`src/verilog/i2c_slave_pkg.sv`:
```
// Constants for the two-wire slave serial port and its register map.
// Assumes a 32-bit AHB-Lite slave with one aligned word per register.
package i2c_slave_pkg;
    // Register byte offsets
    localparam logic [7:0] OFS_CTRL0 = 8'h00;
    localparam logic [7:0] OFS_CTRL1 = 8'h04;
    localparam logic [7:0] OFS_ADDR = 8'h08;
    localparam logic [7:0] OFS_DATA = 8'h0c;
    // serial_ctrl0_reg fields
    localparam int MODE_HI = 7;
    localparam int MODE_LO = 5;
    localparam int ENABLE_BIT = 1;
    localparam logic [2:0] MODE_TWO_WIRE = 3'h6;
    localparam logic [7:0] CTRL0_RESET = 8'he0;
    // serial_ctrl1_reg fields
    localparam int MATCHED_BIT = 7;
    localparam int BUSY_BIT = 6;
    localparam int TXSEL_BIT = 4;
    localparam int ACKSEND_BIT = 3;
    localparam int DIR_BIT = 2;
    localparam int ACKRCV_BIT = 0;
    localparam logic ACKSEND_RESET = 1'b0;
    localparam logic TXSEL_RESET = 1'b0;
    // Own address and data reset values
    localparam logic [7:0] ADDR_RESET = 8'h00;
    localparam logic [7:0] DATA_RESET = 8'h00;
    // Bits per byte and address field width
    localparam logic [3:0] BYTE_BITS = 4'h8;
    localparam int ADDR_BITS = 7;
    // Register selector
    typedef enum logic [2:0] {
        SEL_NONE, SEL_CTRL0, SEL_CTRL1, SEL_ADDR, SEL_DATA
    } reg_sel_type;
    // Bus-side engine states
    typedef enum logic [3:0] {
        ST_IDLE, ST_ADDR, ST_ADDR_ACK, ST_HOLD, ST_RX, ST_RX_ACK,
        ST_TX, ST_TX_ACK, ST_WAIT_STOP
    } bus_state_type;
endpackage

```
`src/verilog/pin_sync.sv`:
```
// Two-flop synchroniser for the bus pins.
// Assumes asynchronous inputs; only the second stage is read outside.
`timescale 1ns/1ps
module pin_sync #(
    parameter int WIDTH = 2
) (
    input wire logic clk,
    input wire logic rst_n,
    input wire logic [WIDTH-1:0] asyncIn,
    output logic [WIDTH-1:0] syncOut
);
    logic [WIDTH-1:0] stage1_r;

    // Idle bus level is high, so reset to ones
    always_ff @(posedge clk or negedge rst_n) begin
        if (!rst_n) begin
            stage1_r <= '1;
            syncOut <= '1;
        end else begin
            stage1_r <= asyncIn;
            syncOut <= stage1_r;
        end
    end
endmodule

```
`src/verilog/i2c_slave_serial_port.sv`:
```
// Two-wire slave serial port with AHB-Lite register access.
// Assumes an external master drives SCL and makes START and STOP;
// pins are open drain, resolved outside from the enables.
//
// Added by the designer: the placing of the registers and register access over AHB-Lite.
`timescale 1ns/1ps
module i2c_slave_serial_port (
    input wire logic clk,
    input wire logic rst_n,
    input wire logic hsel,
    input wire logic [31:0] haddr,
    input wire logic [1:0] htrans,
    input wire logic hwrite,
    input wire logic [2:0] hsize,
    input wire logic [31:0] hwdata,
    input wire logic hready,
    output logic hreadyout,
    output logic [31:0] hrdata,
    output logic hresp,
    input wire logic sclIn,
    output logic sclOut,
    output logic sclOeN,
    input wire logic sdaIn,
    output logic sdaOut,
    output logic sdaOeN,
    output logic irqReq
);
    logic [7:0] ctrl0_r;
    logic [7:0] ownAddr_r;
    logic [7:0] data_r;
    logic txSel_r, ackToSend_r;
    logic matched_r, busy_r, dir_r, ackRcv_r;
    logic [7:0] shift_r;
    logic [3:0] cnt_r;
    i2c_slave_pkg::bus_state_type state_r;
    i2c_slave_pkg::reg_sel_type wrSel_r;
    logic wrPend_r;
    logic [1:0] pinS;
    logic sclS, sdaS, sclP_r, sdaP_r;
    logic sclRise, sclFall, startDet, stopDet, active;
    logic addrDone, matchHit, rxDone, ackSample, txByteEnd;
    logic addrOk, rdData, wrData, swData, relEvt;
    logic [7:0] txLoad, ctrl1Val;

    // Map a byte offset onto a register; shared by read and write
    function automatic i2c_slave_pkg::reg_sel_type decode(
        input logic [31:0] a);
        if (a == {24'h000000, i2c_slave_pkg::OFS_CTRL0}) begin
            return i2c_slave_pkg::SEL_CTRL0;
        end else if (a == {24'h000000, i2c_slave_pkg::OFS_CTRL1}) begin
            return i2c_slave_pkg::SEL_CTRL1;
        end else if (a == {24'h000000, i2c_slave_pkg::OFS_ADDR}) begin
            return i2c_slave_pkg::SEL_ADDR;
        end else if (a == {24'h000000, i2c_slave_pkg::OFS_DATA}) begin
            return i2c_slave_pkg::SEL_DATA;
        end else begin
            return i2c_slave_pkg::SEL_NONE;
        end
    endfunction

    // Pins come from another domain
    pin_sync #(.WIDTH(2)) u_sync (
        .clk(clk),
        .rst_n(rst_n),
        .asyncIn({sclIn, sdaIn}),
        .syncOut(pinS)
    );
    assign sclS = pinS[1];
    assign sdaS = pinS[0];

    // Previous levels for edge detection
    always_ff @(posedge clk or negedge rst_n) begin
        if (!rst_n) begin
            sclP_r <= 1'b1;
            sdaP_r <= 1'b1;
        end else begin
            sclP_r <= sclS;
            sdaP_r <= sdaS;
        end
    end

    // Bus events
    assign active = ctrl0_r[i2c_slave_pkg::ENABLE_BIT] &&
        (ctrl0_r[i2c_slave_pkg::MODE_HI:i2c_slave_pkg::MODE_LO] ==
         i2c_slave_pkg::MODE_TWO_WIRE);
    assign sclRise = sclS && !sclP_r;
    assign sclFall = !sclS && sclP_r;
    assign startDet = active && sclS && sclP_r && sdaP_r && !sdaS;
    assign stopDet = active && sclS && sclP_r && !sdaP_r && sdaS;
    assign addrDone = state_r == i2c_slave_pkg::ST_ADDR && sclFall &&
        cnt_r == i2c_slave_pkg::BYTE_BITS;
    assign matchHit = addrDone && !startDet && (shift_r[7:1] ==
        ownAddr_r[7:1]);
    assign rxDone = state_r == i2c_slave_pkg::ST_RX && sclFall &&
        cnt_r == i2c_slave_pkg::BYTE_BITS && !startDet;
    assign ackSample = state_r == i2c_slave_pkg::ST_TX_ACK && sclRise;
    assign txByteEnd = state_r == i2c_slave_pkg::ST_TX_ACK && sclFall &&
        !startDet;

    // Software touches of the data register release a stretched clock
    assign addrOk = hsel && hready && htrans[1];
    assign rdData = addrOk && !hwrite &&
        decode(haddr) == i2c_slave_pkg::SEL_DATA;
    assign wrData = wrPend_r && wrSel_r == i2c_slave_pkg::SEL_DATA;
    assign swData = rdData || wrData;
    assign relEvt = state_r == i2c_slave_pkg::ST_HOLD && swData &&
        !startDet && !stopDet && active;
    // A byte written in the releasing cycle goes straight out
    assign txLoad = wrData ? hwdata[7:0] : data_r;

    assign ctrl1Val = {matched_r, busy_r, 1'b0, txSel_r, ackToSend_r,
        dir_r, 1'b0, ackRcv_r};

    // AHB-Lite: zero wait states, always OKAY
    assign hreadyout = 1'b1;
    assign hresp = 1'b0;
    assign sclOut = 1'b0;
    assign sdaOut = 1'b0;

    // Address phase capture and read data
    always_ff @(posedge clk or negedge rst_n) begin
        if (!rst_n) begin
            wrPend_r <= 1'b0;
            wrSel_r <= i2c_slave_pkg::SEL_NONE;
            hrdata <= 32'h00000000;
        end else begin
            wrPend_r <= addrOk && hwrite;
            wrSel_r <= addrOk ? decode(haddr) : i2c_slave_pkg::SEL_NONE;
            if (addrOk && !hwrite) begin
                case (decode(haddr))
                    i2c_slave_pkg::SEL_CTRL0: hrdata <= {24'h0, ctrl0_r};
                    i2c_slave_pkg::SEL_CTRL1: hrdata <= {24'h0, ctrl1Val};
                    i2c_slave_pkg::SEL_ADDR: hrdata <= {24'h0, ownAddr_r};
                    i2c_slave_pkg::SEL_DATA: hrdata <= {24'h0, data_r};
                    default: hrdata <= 32'h00000000;
                endcase
            end
        end
    end

    // Software-written control registers
    always_ff @(posedge clk or negedge rst_n) begin
        if (!rst_n) begin
            ctrl0_r <= i2c_slave_pkg::CTRL0_RESET;
            ownAddr_r <= i2c_slave_pkg::ADDR_RESET;
            txSel_r <= i2c_slave_pkg::TXSEL_RESET;
            ackToSend_r <= i2c_slave_pkg::ACKSEND_RESET;
        end else if (wrPend_r) begin
            if (wrSel_r == i2c_slave_pkg::SEL_CTRL0) begin
                ctrl0_r <= hwdata[7:0];
            end else if (wrSel_r == i2c_slave_pkg::SEL_ADDR) begin
                ownAddr_r <= hwdata[7:0];
            end else if (wrSel_r == i2c_slave_pkg::SEL_CTRL1) begin
                txSel_r <= hwdata[i2c_slave_pkg::TXSEL_BIT];
                ackToSend_r <= hwdata[i2c_slave_pkg::ACKSEND_BIT];
            end
        end
    end

    // Shared data register; a received byte beats a software write
    always_ff @(posedge clk or negedge rst_n) begin
        if (!rst_n) begin
            data_r <= i2c_slave_pkg::DATA_RESET;
        end else if (rxDone) begin
            data_r <= shift_r;
        end else if (wrData) begin
            data_r <= hwdata[7:0];
        end
    end

    // Status flags; hardware set wins over software clear
    always_ff @(posedge clk or negedge rst_n) begin
        if (!rst_n) begin
            busy_r <= 1'b0;
            matched_r <= 1'b0;
            dir_r <= 1'b0;
            ackRcv_r <= 1'b0;
        end else begin
            if (startDet) begin
                busy_r <= 1'b1;
            end else if (stopDet || !active) begin
                busy_r <= 1'b0;
            end
            if (matchHit) begin
                matched_r <= 1'b1;
                dir_r <= shift_r[0];
            end else if (swData || startDet) begin
                matched_r <= 1'b0;
            end
            if (ackSample) begin
                ackRcv_r <= sdaS;
            end
        end
    end

    // One interrupt pulse for all three sources: address match, received byte, sent byte
    always_ff @(posedge clk or negedge rst_n) begin
        if (!rst_n) begin
            irqReq <= 1'b0;
        end else begin
            irqReq <= matchHit || rxDone || txByteEnd;
        end
    end

    // Bus engine; the slave never drives SDA low while SCL is high
    // outside a data or ack slot, so it cannot make a START
    always_ff @(posedge clk or negedge rst_n) begin
        if (!rst_n) begin
            state_r <= i2c_slave_pkg::ST_IDLE;
            cnt_r <= 4'h0;
            shift_r <= 8'h00;
            sdaOeN <= 1'b1;
            sclOeN <= 1'b1;
        end else if (!active || stopDet) begin
            state_r <= i2c_slave_pkg::ST_IDLE;
            sdaOeN <= 1'b1;
            sclOeN <= 1'b1;
        end else if (startDet) begin
            state_r <= i2c_slave_pkg::ST_ADDR;
            cnt_r <= 4'h0;
            sdaOeN <= 1'b1;
            sclOeN <= 1'b1;
        end else begin
            case (state_r)
                i2c_slave_pkg::ST_ADDR: begin
                    if (sclRise) begin
                        shift_r <= {shift_r[6:0], sdaS};
                        cnt_r <= cnt_r + 4'h1;
                    end else if (addrDone) begin
                        if (matchHit) begin
                            sdaOeN <= 1'b0;
                            state_r <= i2c_slave_pkg::ST_ADDR_ACK;
                        end else begin
                            state_r <= i2c_slave_pkg::ST_WAIT_STOP;
                        end
                    end
                end
                i2c_slave_pkg::ST_ADDR_ACK: begin
                    if (sclFall) begin
                        sdaOeN <= 1'b1;
                        sclOeN <= 1'b0;
                        state_r <= i2c_slave_pkg::ST_HOLD;
                    end
                end
                i2c_slave_pkg::ST_HOLD: begin
                    if (relEvt) begin
                        sclOeN <= 1'b1;
                        if (txSel_r) begin
                            shift_r <= txLoad;
                            sdaOeN <= txLoad[7];
                            cnt_r <= 4'h1;
                            state_r <= i2c_slave_pkg::ST_TX;
                        end else begin
                            cnt_r <= 4'h0;
                            state_r <= i2c_slave_pkg::ST_RX;
                        end
                    end
                end
                i2c_slave_pkg::ST_RX: begin
                    if (sclRise) begin
                        shift_r <= {shift_r[6:0], sdaS};
                        cnt_r <= cnt_r + 4'h1;
                    end else if (rxDone) begin
                        sdaOeN <= ackToSend_r;
                        state_r <= i2c_slave_pkg::ST_RX_ACK;
                    end
                end
                i2c_slave_pkg::ST_RX_ACK: begin
                    if (sclFall) begin
                        sdaOeN <= 1'b1;
                        if (!ackToSend_r) begin
                            sclOeN <= 1'b0;
                            state_r <= i2c_slave_pkg::ST_HOLD;
                        end else begin
                            state_r <= i2c_slave_pkg::ST_WAIT_STOP;
                        end
                    end
                end
                i2c_slave_pkg::ST_TX: begin
                    if (sclFall) begin
                        if (cnt_r == i2c_slave_pkg::BYTE_BITS) begin
                            sdaOeN <= 1'b1;
                            state_r <= i2c_slave_pkg::ST_TX_ACK;
                        end else begin
                            sdaOeN <= shift_r[6];
                            shift_r <= {shift_r[6:0], 1'b0};
                            cnt_r <= cnt_r + 4'h1;
                        end
                    end
                end
                i2c_slave_pkg::ST_TX_ACK: begin
                    if (txByteEnd) begin
                        if (!ackRcv_r) begin
                            sclOeN <= 1'b0;
                            state_r <= i2c_slave_pkg::ST_HOLD;
                        end else begin
                            state_r <= i2c_slave_pkg::ST_WAIT_STOP;
                        end
                    end
                end
                default: begin
                    sdaOeN <= 1'b1;
                    sclOeN <= 1'b1;
                end
            endcase
        end
    end
endmodule

```
`config.mk`:
```
export PLATFORM = sky130hd
export DESIGN_NAME = i2c_slave_serial_port
export DESIGN_NICKNAME = d
export VERILOG_FILES = /design/src/verilog/i2c_slave_pkg.sv /design/src/verilog/pin_sync.sv /design/src/verilog/i2c_slave_serial_port.sv
export SDC_FILE = /design/constraint.sdc
export NUM_CORES = 1
export LEC_CHECK = 0
export BUFFER_PORTS_ARGS = -buffer_cell sky130_fd_sc_hd__buf_2
export CAP_MARGIN = 10
export CORE_AREA = 8 8 123 125
export CTS_BUF_LIST = sky130_fd_sc_hd__clkbuf_2
export DETAILED_ROUTE_END_ITERATION = 6
export DIE_AREA = 0 0 131 133
export SLEW_MARGIN = 20
export SYNTH_ARGS = -nofsm -noshare
export SYNTH_HDL_FRONTEND = slang
export SYNTH_HIERARCHICAL = 1
export SYNTH_SLANG_ARGS = --single-unit
```
`constraint.sdc`:
```
create_clock -name clk -period 3.3 [get_ports clk]
set_input_delay 0.33 -clock clk [delete_from_list [all_inputs] [get_ports clk]]
set_output_delay 0.33 -clock clk [all_outputs]
set_load 0.05 [all_outputs]
```
==> impl_metrics.py <==
metrics = {
    "timing": {
        "drv_slew": 0,
        "fin_worst_skew_ns": 0.0317,
        "worst_pin_slew_ns": 0.744,
        "clock.fmax_mhz": 377,
        "layout_setup_ws_ns": 0.649,
        "fin_crit_sh_pct": 80.3,
        "hold_viol_final": 0,
        "rsz0062_at_grt": "no",
        "tns_ns": 0,
        "relSlewSlack_pct": 49.7,
        "whs_ns": 0.0616,
        "period_needed_ns": 2.65,
        "setup_viol": 0,
    },
    "route": {
        "wl_um": 9990,
        "drt_pass1_iterations": 4,
        "via_count": 3049,
        "drt_iter0_drc": 191,
        "drc": 0,
        "dr_wl_met3_um": 988,
        "ant_nets": 0,
        "wl_met1_um": 4330,
        "routed_via_density": 4.90,
        "routed.top_layer": "met4",
        "wl_per_cell_um": 16.1,
        "wl_met2_um": 4520,
    },
    "logic_synthesis": {
        "synth_compound_area_share_pct": 12.3,
        "synthSimpleGateAreaFrac_pct": 18.3,
        "yosys-top-cells-count": "56 x dfrtp_1, 32 x nand2_1, 30 x o21ai_0",
        "synth_top_family_by_area": "simple AND/OR/NAND/NOR gates",
        "post-synth-top-count-cell": "dfrtp_1",
        "synth_mux_area_share_pct": 14.7,
        "synth_area_per_cell_um2": 10.2,
        "netlist_top_cells_area": "dfrtp_1 36%, mux2_2 8.2%, dfstp_2 7.5%",
        "ys_types": 61,
        "synth_edf_count": 0,
        "synth_flop_cell": "dfrtp_1",
        "ys_ff_latch": 67,
        "synthAdderAreaFrac_pct": 0.647,
        "synth_top_area_share_pct": 36.2,
        "netlist_area_mm2": 0.00387,
        "yosysSeqAreaShare_pct": 43.7,
        "syn-instance-count": 379,
        "yosysWarnings": 6,
        "synth_xor_area_share_pct": 2.04,
        "yosys.area.top_type": "dfrtp_1",
        "synthArstFlopShare_pct": 100,
    },
    "clocking": {
        "cts.clk_slew.worst_paths_ns": 0.20,
        "cts_resized": 0,
        "cts_made_buffers": 9,
        "clk_latency_ns": 0.54,
        "clkSinkCount": 67,
        "cts_tree": "yes",
        "h-tree-depth": 3,
        "root_buffer": "clkbuf_2",
        "cts_hold_buffers": 4,
        "cts_setup_buffers": 0,
        "ctsLongestPathBuffers": 2,
    },
    "status": {
        "status": "finished clean",
    },
    "power": {
        "ir_worst_vdd_uv": 123,
        "cellLeakagePower_uw": 0.00197,
        "p_per_area_mw_per_mm2": 344,
    },
    "cells_and_area": {
        "area_delta_synth_final_pct": 14.0,
        "nets": 518,
        "finish.utilization_pct": 33.7,
        "fin_cells": 622,
        "fillCellCount": 1352,
        "drive_gt1_share_pct": 29.9,
    },
    "min_path": {
        "min_path_type": "in -> reg",
    },
    "placement": {
        "placed_cells_incl_taps": 600,
        "place_congestion": 0.814,
        "portBuffers": 58,
        "place_ws_ns": 0.692,
        "dp_hpwl_um": 7570,
    },
    "die": {
        "die_w_um": 131,
        "initial_core_util_pct": 29.6,
        "coreArea_mm2": 0.0131,
        "dieHeight_um": 133,
        "rows": 42,
        "dieArea_mm2": 0.0174,
        "io_pins": 115,
    },
    "grt": {
        "grt_pass1_wl_um": 16000,
        "gr-usage-all-layers_pct": 11.7,
        "grt_pass1_vias": 3086,
        "grt_max_degree": 28,
        "gr-total-overflow": 0,
        "antenna_found_initial": 1,
    },
    "critical_path": {
        "crit_path_max_fanout": 17,
        "worstPathArrival_ns": 3.12,
        "worstSetupEndpointType": "flip-flop",
        "crit_required_ns": 3.77,
        "cp-start-kind": "flip-flop",
        "crit_type": "reg -> reg",
    },
    "job": {
        "cap_violations": 0,
    },
}
[area by class of cell]
class / instances / area, µm² / area share (%)
multi-input combinational: 283 / 1960 / 44.4
sequential: 67 / 1690 / 38.3
timing repair buffer: 67 / 370 / 8.39
tap: 176 / 220 / 4.99
clock inverter: 7 / 77.6 / 1.76
clock buffer: 9 / 45.0 / 1.02
inverter: 12 / 45.0 / 1.02
antenna: 1 / 2.50 / 0.0567
[cells by family (layout without fill, tap and decap cells)]
logic type	count (synthesis)	after routing
AO/OA/AOI/OAI	77	77
XOR/XNOR	9	9
adder cells (fa/ha/maj)	2	2
buffers and inverters	55	95
flip-flops	67	67
multiplexers	46	46
other	2	29
AND/OR/NAND/NOR	121	121
[worst paths after layout]
| check | start | end | slack (ns) | depth (start not counted) |
|---|---|---|---|---|
| min | hwdata[1] | ownAddr_r[1]$_DFFE_PN0P_ | 0.06 | 2 |
| min in group asynchronous | rst_n | state_r[3]$_DFFE_PN0P_ | 0.28 | 2 |
| max reg2reg | state_r[0]$_DFFE_PN0P_ | sdaOeN$_DFFE_PN1P_ | 0.65 | 6 |
| max in group asynchronous | rst_n | ctrl0_r[6]$_DFFE_PN1P_ | 2.24 | 3 |
| max | state_r[0]$_DFFE_PN0P_ | sdaOeN$_DFFE_PN1P_ | 0.65 | 6 |
| min reg2reg | u_sync/stage1_r[0]$_DFF_PN1_ | u_sync/syncOut[0]$_DFF_PN1_ | 0.37 | 0 |
[stage by stage]
stage,power [µW],area [µm²]
after global routing,1590,4410
after detailed placement,1020,4240
after global placement,1020,4240
final,1520,4410
after floorplan,986,3970
after CTS,1540,4400
[flip-flops by register name, summed over array words and instances, names as in the netlist]
signal	flops
dir_r	1
busy_r	1
ctrl0_r	8
cnt_r	4
ackToSend_r	1
shift_r	8
txSel_r	1
wrPend_r	1
wrSel_r	3
sdaP_r	1
u_sync/stage1_r	2
ackRcv_r	1
sclP_r	1
u_sync/syncOut	2
ownAddr_r	8
sclOeN	1
sdaOeN	1
irqReq	1
hrdata	8
matched_r	1
data_r	8
state_r	4
[power breakdown]
part           total [µW]  internal (µW)  switching (µW)
registers             844            835            9.05
clock network         506            179             327
logic                 169           46.9             122
total                1520           1060             458
[cells in the final DEF (no fill, tap or decap), types with 6 or more instances in the layout]
cell	n
mux4_2	6
mux2i_1	12
inv_1	11
xor2_1	8
o21ai_0	30
buf_2	58
mux2_2	28
nor4_1	8
dfrtp_1	56
dfstp_2	11
clkbuf_2	9
a21oi_1	19
conb_1	28
nand2_1	32
nor2_1	26
[critical path: stages, from the launching register on]
cell	delay, ns
dfrtp_1	0.70
inv_2	0.11
or4_1	0.58
nor4_2	0.32
nand4_2	0.32
a221oi_2	0.37
mux2i_1	0.21
[routing by layer]
metal  GRT usage (%)  up-vias
met5               0        -
met4            4.15        0
met3            3.42       16
met2            18.8      116
met1            14.5     1475
li1                -     1442
Power figures use the tool's default switching activity.
